===== src/rtl/pts_pkg.sv =====
// Constants and carrier types for the pacer and trigger source block
package pts_pkg;

  // ****************************************************************
  // Widths, rates and pin positions
  // ****************************************************************
  localparam int unsigned CNT_W       = 16;
  localparam int unsigned NUM_CNT     = 3;
  localparam int unsigned REF_CLK_HZ  = 10_000_000;
  localparam int unsigned INT_CLK_HZ  = 1_000_000;
  localparam int unsigned INT_DIV     = REF_CLK_HZ / INT_CLK_HZ;
  localparam int unsigned PRESC_W     = $clog2(INT_DIV);
  localparam int unsigned NUM_PINS    = 4;

  localparam int unsigned PIN_TRIG    = 0;
  localparam int unsigned PIN_TGATE   = 1;
  localparam int unsigned PIN_ECLK    = 2;
  localparam int unsigned PIN_EGATE   = 3;

  localparam int unsigned CNT_EVENT   = 0;
  localparam int unsigned CNT_PACE_LO = 1;
  localparam int unsigned CNT_PACE_HI = 2;

  // ****************************************************************
  // Values after reset and terminal values
  // ****************************************************************
  localparam logic [CNT_W-1:0]   CNT_RST   = 16'h0000;
  localparam logic [PRESC_W-1:0] PRESC_RST = 4'h0;
  localparam logic [PRESC_W-1:0] PRESC_END = PRESC_W'(INT_DIV - 1);
  localparam logic [CNT_W-1:0]   CNT_TERM  = 16'h0001;

  // ****************************************************************
  // Carrier types
  // ****************************************************************
  typedef struct packed {
    logic                          load;
    logic                          event_clk_ext;
    logic                          pacer_run;
    logic                          pacer_out_en;
    logic                          trig_src_ext;
    logic [NUM_CNT-1:0][CNT_W-1:0] divisor;
  } pts_ctrl_t;

  typedef struct packed {
    logic external_trigger_in;
    logic external_trigger_gate;
    logic event_counter_clock_in;
    logic event_counter_gate_in;
  } pts_pins_t;

endpackage


===== src/rtl/pts_down_counter.sv =====
// One 16-bit reloading down counter with a terminal-count pulse
`timescale 1ns/100ps
`default_nettype none

module pts_down_counter #(
  parameter int unsigned W = pts_pkg::CNT_W
) (
  input  wire logic         ref_clk,
  input  wire logic         reset,
  input  wire logic         clk_en,
  input  wire logic         load,
  input  wire logic [W-1:0] divisor,
  input  wire logic         tick,
  input  wire logic         gate,
  output logic      [W-1:0] count_q,
  output logic              term_q
);

  // ****************************************************************
  // Count and reload
  // ****************************************************************
  // A divisor of zero wraps through all ones and so divides by 2**W
  always_ff @(posedge ref_clk)
  begin
    if (reset)
    begin
      count_q <= W'(pts_pkg::CNT_RST);
      term_q  <= 1'b0;
    end
    else if (clk_en)
    begin
      term_q <= 1'b0;
      if (load)
      begin
        count_q <= divisor;
      end
      else if (tick && gate)
      begin
        if (count_q == W'(pts_pkg::CNT_TERM))
        begin
          count_q <= divisor;
          term_q  <= 1'b1;
        end
        else
        begin
          count_q <= count_q - W'(1);
        end
      end
    end
  end

endmodule

`default_nettype wire


===== src/rtl/pts_trigger_top.sv =====
// Pacer, event counter and conversion-start selection for the A/D trigger
`timescale 1ns/100ps
`default_nettype none

module pts_trigger_top (
  input  wire logic              ref_clk,
  input  wire logic              reset,
  input  wire logic              clk_en,
  input  wire pts_pkg::pts_ctrl_t ctrl,
  input  wire pts_pkg::pts_pins_t pins,
  output logic                   conv_start_q,
  output logic                   pacer_out_q,
  output logic                   event_counter_out_q,
  output logic [pts_pkg::CNT_W-1:0] event_count_q
);

  localparam int unsigned N = pts_pkg::NUM_PINS;
  localparam int unsigned W = pts_pkg::CNT_W;

  // ****************************************************************
  // Input synchronisers and edge history
  // ****************************************************************
  logic [N-1:0] pin_raw;
  logic [N-1:0] meta_q;
  logic [N-1:0] sync_q;
  logic [N-1:0] prev_q;
  logic [N-1:0] rise;

  assign pin_raw[pts_pkg::PIN_TRIG]  = pins.external_trigger_in;
  assign pin_raw[pts_pkg::PIN_TGATE] = pins.external_trigger_gate;
  assign pin_raw[pts_pkg::PIN_ECLK]  = pins.event_counter_clock_in;
  assign pin_raw[pts_pkg::PIN_EGATE] = pins.event_counter_gate_in;

  // Field wiring is asynchronous; the first stage feeds only the second
  for (genvar i = 0; i < N; i++)
  begin : g_sync
    always_ff @(posedge ref_clk)
    begin
      if (reset)
      begin
        meta_q[i] <= 1'b0;
        sync_q[i] <= 1'b0;
        prev_q[i] <= 1'b0;
      end
      else if (clk_en)
      begin
        meta_q[i] <= pin_raw[i];
        sync_q[i] <= meta_q[i];
        prev_q[i] <= sync_q[i];
      end
    end
    assign rise[i] = sync_q[i] && !prev_q[i];
  end

  // ****************************************************************
  // Internal 1 MHz tick
  // ****************************************************************
  logic [pts_pkg::PRESC_W-1:0] presc_q;
  logic                        int_tick_q;

  always_ff @(posedge ref_clk)
  begin
    if (reset)
    begin
      presc_q    <= pts_pkg::PRESC_RST;
      int_tick_q <= 1'b0;
    end
    else if (clk_en)
    begin
      int_tick_q <= (presc_q == pts_pkg::PRESC_END);
      if (presc_q == pts_pkg::PRESC_END)
      begin
        presc_q <= pts_pkg::PRESC_RST;
      end
      else
      begin
        presc_q <= presc_q + pts_pkg::PRESC_W'(1);
      end
    end
  end

  // ****************************************************************
  // Counters
  // ****************************************************************
  logic [pts_pkg::NUM_CNT-1:0]        cnt_tick;
  logic [pts_pkg::NUM_CNT-1:0]        cnt_gate;
  logic [pts_pkg::NUM_CNT-1:0]        cnt_term;
  logic [pts_pkg::NUM_CNT-1:0][W-1:0] cnt_value;

  // Event counter: synchronised pin edges or the internal tick
  assign cnt_tick[pts_pkg::CNT_EVENT] = ctrl.event_clk_ext ?
                                        rise[pts_pkg::PIN_ECLK] : int_tick_q;
  assign cnt_gate[pts_pkg::CNT_EVENT] = sync_q[pts_pkg::PIN_EGATE];
  // Low half of the pacer counts every board clock while pacer_run is set
  assign cnt_tick[pts_pkg::CNT_PACE_LO] = ctrl.pacer_run;
  assign cnt_gate[pts_pkg::CNT_PACE_LO] = 1'b1;
  // High half is clocked only by the low half's terminal count
  assign cnt_tick[pts_pkg::CNT_PACE_HI] = cnt_term[pts_pkg::CNT_PACE_LO];
  assign cnt_gate[pts_pkg::CNT_PACE_HI] = 1'b1;

  for (genvar c = 0; c < pts_pkg::NUM_CNT; c++)
  begin : g_cnt
    pts_down_counter #(
      .W (W)
    ) u_cnt (
      .ref_clk (ref_clk),
      .reset   (reset),
      .clk_en  (clk_en),
      .load    (ctrl.load),
      .divisor (ctrl.divisor[c]),
      .tick    (cnt_tick[c]),
      .gate    (cnt_gate[c]),
      .count_q (cnt_value[c]),
      .term_q  (cnt_term[c])
    );
  end

  // ****************************************************************
  // Pacer edge and pins
  // ****************************************************************
  logic pacer_prev_q;
  logic pacer_rise;

  // Edge taken on the counter output; a total divide of one gives a
  // constant level and so only a single start
  assign pacer_rise = cnt_term[pts_pkg::CNT_PACE_HI] && !pacer_prev_q;

  always_ff @(posedge ref_clk)
  begin
    if (reset)
    begin
      pacer_prev_q <= 1'b0;
      pacer_out_q  <= 1'b0;
    end
    else if (clk_en)
    begin
      pacer_prev_q <= cnt_term[pts_pkg::CNT_PACE_HI];
      pacer_out_q  <= ctrl.pacer_out_en && cnt_term[pts_pkg::CNT_PACE_HI];
    end
  end

  always_ff @(posedge ref_clk)
  begin
    if (reset)
    begin
      event_counter_out_q <= 1'b0;
      event_count_q       <= pts_pkg::CNT_RST;
    end
    else if (clk_en)
    begin
      event_counter_out_q <= cnt_term[pts_pkg::CNT_EVENT];
      event_count_q       <= cnt_value[pts_pkg::CNT_EVENT];
    end
  end

  // ****************************************************************
  // Conversion start selection
  // ****************************************************************
  logic ext_start;

  // Gate low masks every trigger edge, not just the current one
  assign ext_start = sync_q[pts_pkg::PIN_TGATE] && rise[pts_pkg::PIN_TRIG];

  always_ff @(posedge ref_clk)
  begin
    if (reset)
    begin
      conv_start_q <= 1'b0;
    end
    else if (clk_en)
    begin
      conv_start_q <= ctrl.trig_src_ext ? ext_start : pacer_rise;
    end
  end
endmodule

`default_nettype wire


===== config.mk =====
export PLATFORM = sky130hd
export DESIGN_NAME = pts_trigger_top
export DESIGN_NICKNAME = d
export VERILOG_FILES = /design/src/rtl/pts_pkg.sv /design/src/rtl/pts_down_counter.sv /design/src/rtl/pts_trigger_top.sv
export SDC_FILE = /design/constraint.sdc
export NUM_CORES = 1
export LEC_CHECK = 0
export BUFFER_PORTS_ARGS = -buffer_cell sky130_fd_sc_hd__buf_4
export CAP_MARGIN = 0
export CORE_ASPECT_RATIO = 1.1
export CORE_UTILIZATION = 40
export CTS_BUF_LIST = sky130_fd_sc_hd__clkbuf_8
export CTS_CLUSTER_SIZE = 28
export DETAILED_ROUTE_END_ITERATION = 12
export PLACE_DENSITY = 0.68
export SLEW_MARGIN = 10
export SYNTH_ARGS = -nofsm -noshare
export SYNTH_HDL_FRONTEND = slang
export SYNTH_SLANG_ARGS = --single-unit

===== constraint.sdc =====
create_clock -name ref_clk -period 4.2 [get_ports ref_clk]
set_clock_uncertainty 0.15 [all_clocks]
set_input_delay 0.42 -clock ref_clk [delete_from_list [all_inputs] [get_ports ref_clk]]
set_output_delay 0.42 -clock ref_clk [all_outputs]
set_load 0.02 [all_outputs]

==> results.yml, run 1 <==
run_status:
  status: "finished with violations"
  violations: "design-rule violations"
logic_synthesis:
  synth_top_area_share_pct: 35.0
  yosysTopAreaCell: "dfxtp_1"
  synth-seq-cells: 86
  avgSynthCellArea_um2: 8.60
  synthCells: 571
  ys_seq_area_share_pct: 35.0
  yosysWarnings: 0
  ys_types: 78
  synthArstFlopShare_pct: 0
  syn_nets: 637
  syn-cell-area_mm2: 0.00491
  synth_area_leaders: "dfxtp_1 (35%), mux2i_1 (7.9%), nor2_1 (5.3%), nand2_1 (3.0%), a21oi_1 (3.0%)"
  synth_enable_flop_cells: 0
  ys.flop_type: "dfxtp_1"
power_and_ir_drop:
  switchingPower_w: 0.000675
  p_per_area_mw_per_mm2: 374
  vdd_drop_max_v: 0.000155
  power.total_w: 0.00214
  pwr-share-comb_pct: 23.7
  internal_power_w: 0.00147
  swShare_pct: 31.5
  p_leak_nw: 2.28
  seqPwrFrac_pct: 43.3
  clockPowerShare_pct: 33.0
clocking:
  postCtsHoldBufs: 0
  cts_made_buffers: 9
  clk_pin_slew_ns: 0.09
  clock_sinks: 86
  cts.repair.resized: 0
  htreeDepth: 3
  clk-insertion-delay-late_ns: 0.37
  cts-root-buf: "clkbuf_8"
  cts_setup_buffers: 0
  cts_buffer_depth: 2
  cts_tree: "built"
layout:
  layout.nets: 694
  final_common_cell: "dfxtp_1"
  layout.cells.non_filler: 787
  synthToLayoutAreaGrowth_pct: 16.8
  layout_common_cells: "dfxtp_1 (86), buf_4 (81), nor2_1 (69), nand2_1 (39), mux2i_1 (39)"
  layout-drive-gt1-share_pct: 21.2
  n_antenna_cell: 0
sta:
  drv_slew: 0
  hold_viol_final: 0
  slew_headroom_pct: 25.4
  tightest_slew_ns: 1.11
  hold_slack_ns: 0.140
  setup_tns_ns: 0
  setup_violations: 0
  fmax_ghz: 0.397
  rsz0062_at_grt: "false"
  period_share_pct: 60.0
  setup_ws_ns: 1.68
  layout_min_cycle_time_ns: 2.52
worst_setup_path:
  startpoint: "g_cnt[1].u_cnt.count_q[1]$_SDFFE_PP0P_"
  crit_arrival_ns: 2.60
  crit_path_start_kind: "register"
  max_stage_delay_ns: 0.77
  reg2reg_to: "g_cnt[1].u_cnt.count_q[3]$_SDFFE_PP0P_"
  crit_required_ns: 4.27
  critPathBufInv: 1
  reg2regPathDepth: 7
  end_kind: "register"
  crit_end: "g_cnt[1].u_cnt.count_q[3]$_SDFFE_PP0P_"
  cp_top_family: "compound AO/OA/AOI/OAI gates"
  crit_chain: "inv_1, ha_1, nor4b_2, a41oi_2, mux2_2, a22oi_1, nor2_1"
  r2r_slack_ns: 1.68
  rr_startpoint: "g_cnt[1].u_cnt.count_q[1]$_SDFFE_PP0P_"
  cp_num_cells: 7
  crit_fanout: 18
  crit_slowest_cell: "a41oi_2"
  critical_path_class: "reg2reg"
routing:
  viasPerCell: 5.76
  drt-initial-drc-count: 386
  drc: 1
  wire_per_inst_um: 15.9
  vias: 4534
  antenna_left: 0
  wl_um: 12500
  first_pass_iters: 9
die:
  die_w_um: 108
  io_pins: 79
  initial_core_util_pct: 41.0
  die_y_um: 118
  core_mm2: 0.0120
  fp-row-count: 42
  dieArea_mm2: 0.0127
flow_run:
  cap_viol_max_count: 0
global_routing:
  antenna_found_initial: 0
  grt_first_pass_wirelength_um: 20600
  grt_max_degree: 83
  overflow: 0
  track_usage_pct: 20.1
  grt_pass1_vias: 4334
place:
  globalplace.congestion: 0.846
  dpl.cell_count: 771
  pre_cts_slack_ns: 1.54
  port_buffers: 78
  hpwl_um: 8430
worst_hold_path:
  min_from: "pins[0]"
  holdCritPathClass: "in2reg"
how the worst min path moves through the flow:
stage	end	slack [ns]	depth (start not counted)
3_5_place_dp	pacer_out_q$_SDFFE_PP0P_	0.31	2
6_report	meta_q[3]$_SDFFE_PP0P_	0.14	3
3_3_place_gp	pacer_out_q$_SDFFE_PP0P_	0.30	2
2_1_floorplan	g_cnt[0].u_cnt.term_q$_SDFFE_PP0P_	0.30	2
4_1_cts	meta_q[1]$_SDFFE_PP0P_	0.13	3
5_1_grt	meta_q[0]$_SDFFE_PP0P_	0.15	3
flip-flops by register name, summed over array words and instances (netlist names):
name and cells:
sync_q 3, g_cnt.u_cnt.count_q 48, cnt_gate 1, event_count_q 16
event_counter_out_q 1, g_cnt.u_cnt.term_q 3, meta_q 4, pacer_out_q 1
presc_q 4, prev_q 2, pacer_prev_q 1, int_tick_q 1
conv_start_q 1
stage by stage:
stage / area [um^2] / util [%]
after floorplan: 4910 / -
after global placement: 5500 / 45.9
after detailed placement: 5500 / 45.9
after CTS: 5740 / 47.9
after global routing: 5740 / 47.9
final: 5740 / 47.9
synth_stat cells (3+ instances only):
| cell type | number |
|---|---|
| clkbuf_8 | 4 |
| nor2_1 | 69 |
| nand4b_1 | 3 |
| o22ai_1 | 3 |
| or3_1 | 3 |
| o32ai_2 | 4 |
| nor2b_1 | 5 |
| inv_1 | 25 |
| nand4_1 | 16 |
| nor4b_1 | 5 |
| o21ai_1 | 3 |
| dfxtp_1 | 86 |
| o311ai_0 | 3 |
| clkbuf_1 | 16 |
| nor3b_1 | 4 |
| nand2b_1 | 3 |
| nand2_1 | 39 |
| nor3_4 | 3 |
| buf_2 | 6 |
| o31ai_1 | 4 |
| a22oi_1 | 3 |
| buf_1 | 4 |
| mux2i_1 | 39 |
| nor4_1 | 9 |
| buf_6 | 3 |
| mux2_2 | 4 |
| a211oi_1 | 5 |
| a32o_1 | 4 |
| a31oi_1 | 8 |
| nor3_1 | 28 |
| a32oi_1 | 5 |
| o32ai_1 | 6 |
| nand3_1 | 20 |
| a21oi_1 | 29 |
| a21oi_2 | 5 |
| or4_1 | 4 |
| and3_1 | 5 |
| and4_1 | 3 |
| o221ai_1 | 4 |
| o21a_1 | 3 |
| and2_1 | 3 |
| nor4_4 | 4 |
| ha_1 | 6 |
| o21ai_0 | 24 |
area by class of cell:
type	count	area, um^2
multi-input cells	424	2880
clock buffers	9	124
flip-flops and latches	86	1720
fillers	1149	6240
clock inverters	7	114
repair buffers	81	608
inverters	26	97.6
well taps	154	193
power by group through the flow:
stage	Sequential [W]	Combinational, W	Clock [W]
after floorplan	0.000933	0.000380	0
after global placement	0.000942	0.000489	0
after detailed placement	0.000946	0.000502	0
after CTS	0.000927	0.000506	0.000724
after global routing	0.000936	0.000560	0.000754
final	0.000928	0.000509	0.000708
kinds of logic (layout without fill, tap and decap cells):
logic type | Yosys count | in the layout | share of synthesized area [%]
xor+xnor | 2 | 2 | 0.357
fa+ha+maj | 6 | 6 | 1.53
simple gates | 239 | 239 | 27.6
compound gates | 134 | 134 | 20.2
flops | 86 | 86 | 35.0
mux | 43 | 43 | 8.86
buf+inv | 61 | 123 | 6.39
per-layer routing:
metal  global-route usage, %  part of all wire (%)  routed length (um)
met2                    32.1                    47                5890
met3                    4.14                   5.3                 669
met4                    6.08                   1.2                 153
met5                       0                     0                   0
met1                    27.0                    46                5800
worst register-to-register path: stages (launching register included):
cell and delay, ns:
dfxtp_1 0.41, inv_1 0.08, ha_1 0.18, nor4b_2 0.18
a41oi_2 0.77, mux2_2 0.41, a22oi_1 0.15, nor2_1 0.06
Note: power is estimated with default switching activity, not from simulation.
==> run 2, diff against run 1 <==
==> constraint.sdc (replaced) <==
create_clock -name ref_clk -period 2.6 [get_ports ref_clk]
set_clock_uncertainty 0.15 [all_clocks]
set_input_delay 0.26 -clock ref_clk [delete_from_list [all_inputs] [get_ports ref_clk]]
set_output_delay 0.26 -clock ref_clk [all_outputs]
set_load 0.02 [all_outputs]
==> run 2 against run 1 <==
Compared with the run above: the run still ends with design-rule violations left; count of clock-buffer cells in the layout unchanged; utilization up 1.2 points; combinational power up 69%; total power up 52%; critical path type unchanged.
==> results.yml, run 2 (synthesis gave the netlist of run 1 again) <==
run_status:
  status: "finished with violations"
  violations: "design-rule violations"
power_and_ir_drop:
  switchingPower_w: 0.00113
  power.total_w: 0.00326
  swShare_pct: 34.6
  clockPowerShare_pct: 27.7
  vdd_drop_max_v: 0.000238
  p_leak_nw: 2.36
  internal_power_w: 0.00214
  p_per_area_mw_per_mm2: 555
  seqPwrFrac_pct: 45.9
  pwr-share-comb_pct: 26.4
worst_setup_path:
  crit_required_ns: 2.70
  crit_fanout: 10
  end_kind: "register"
  crit_arrival_ns: 2.39
  crit_path_start_kind: "register"
  critical_path_class: "reg2reg"
die:
  core_mm2: 0.0120
  fp-row-count: 42
  initial_core_util_pct: 41.0
  die_y_um: 118
  die_w_um: 108
  dieArea_mm2: 0.0127
  io_pins: 79
clocking:
  htreeDepth: 3
  cts_made_buffers: 9
  clock_sinks: 86
  cts-root-buf: "clkbuf_8"
  cts_buffer_depth: 2
  cts.repair.resized: 0
  clk_pin_slew_ns: 0.10
  clk-insertion-delay-late_ns: 0.36
  cts_setup_buffers: 0
  postCtsHoldBufs: 7
  cts_tree: "built"
flow_run:
  cap_viol_max_count: 0
place:
  hpwl_um: 8820
  dpl.cell_count: 787
  globalplace.congestion: 0.831
  port_buffers: 78
global_routing:
  antenna_found_initial: 0
  grt_pass1_vias: 4439
  grt_first_pass_wirelength_um: 21200
  track_usage_pct: 20.6
  overflow: 0
  grt_max_degree: 83
sta:
  slew_headroom_pct: 37.6
  setup_tns_ns: 0
  layout_min_cycle_time_ns: 2.29
  fmax_ghz: 0.436
  hold_viol_final: 0
  setup_violations: 0
  drv_slew: 0
  tightest_slew_ns: 0.936
  rsz0062_at_grt: "false"
  period_share_pct: 88.1
layout:
  layout.cells.non_filler: 810
  largest_reg_flops: 48
  top_regs: "g_cnt.u_cnt.count_q: 48 flops, event_count_q: 16 flops"
  final_common_cell: "buf_4"
  fin_util_pct: 49.1
  layout.nets: 717
  synthToLayoutAreaGrowth_pct: 19.8
  layout-drive-gt1-share_pct: 23.2
  layout_common_cells: "buf_4 (96), dfxtp_1 (86), nor2_1 (69), nand2_1 (39), mux2i_1 (39)"
  n_antenna_cell: 0
  regMostFlops: "g_cnt.u_cnt.count_q"
routing:
  viasPerCell: 5.71
  drt-initial-drc-count: 334
  vias: 4625
  first_pass_iters: 8
  wl_um: 12800
  antenna_left: 0
  drc: 1
  wire_per_inst_um: 15.8
worst_hold_path:
  holdCritPathClass: "in2reg"
-- run 2: final cells by class --
class / instances / area, um^2
Fill cell: 1150 / 6100
Inverter: 26 / 97.6
Multi-Input combinational cell: 424 / 2880
Clock buffer: 9 / 124
Tap cell: 154 / 193
Timing Repair Buffer: 104 / 811
Clock inverter: 7 / 55.1
Sequential cell: 86 / 1720
-- run 2: worst max-delay path, stage by stage (launching register included) --
cell and delay [ns]:
dfxtp_1 0.35, inv_1 0.13, ha_1 0.16, or3b_4 0.40
nand3b_4 0.20, o21ai_4 0.30, nor4_1 0.10, or3_1 0.39
-- run 2: worst paths after layout --
| kind | from | endpoint | slack, ns | depth (start not counted) |
|---|---|---|---|---|
| worst max-delay path | g_cnt[0].u_cnt.count_q[1]$_SDFFE_PP0P_ | g_cnt[0].u_cnt.count_q[9]$_SDFFE_PP0P_ | 0.31 | 7 |
| worst min-delay path | ctrl[36] | g_cnt[2].u_cnt.count_q[4]$_SDFFE_PP0P_ | 0.02 | 3 |
| worst max register to register | g_cnt[0].u_cnt.count_q[1]$_SDFFE_PP0P_ | g_cnt[0].u_cnt.count_q[9]$_SDFFE_PP0P_ | 0.31 | 7 |
| worst min register to register | pacer_out_q$_SDFFE_PP0P_ | pacer_out_q$_SDFFE_PP0P_ | 0.33 | 2 |
-- run 2: power groups by stage --
stage                     Combinational, W  Sequential [W]  Clock [W]
after floorplan                   0.000614         0.00151          0
after global placement            0.000828         0.00152          0
after detailed placement          0.000842         0.00153          0
after CTS                         0.000853         0.00150   0.000929
after global routing              0.000950         0.00151   0.000988
final                             0.000860         0.00150   0.000905
-- run 2: per-stage QoR --
stage          worst slack (ns)  instance area, um^2  hold slack [ns]
2_1_floorplan             0.545                 4910            0.257
3_3_place_gp              0.402                 5630            0.313
3_5_place_dp              0.341                 5630            0.312
4_1_cts                   0.323                 5880          0.00520
5_1_grt                   0.137                 5880           0.0106
6_report                  0.308                 5880           0.0177
-- run 2: routing by layer --
| layer | part of all wire [%] | global-route usage [%] | up-vias |
|---|---|---|---|
| li1 | - | - | 2295 |
| met1 | 47 | 27.7 | 2198 |
| met2 | 47 | 32.6 | 122 |
| met3 | 5.6 | 4.41 | 10 |
| met4 | 0.63 | 6.51 | 0 |
| met5 | 0 | 0 | - |
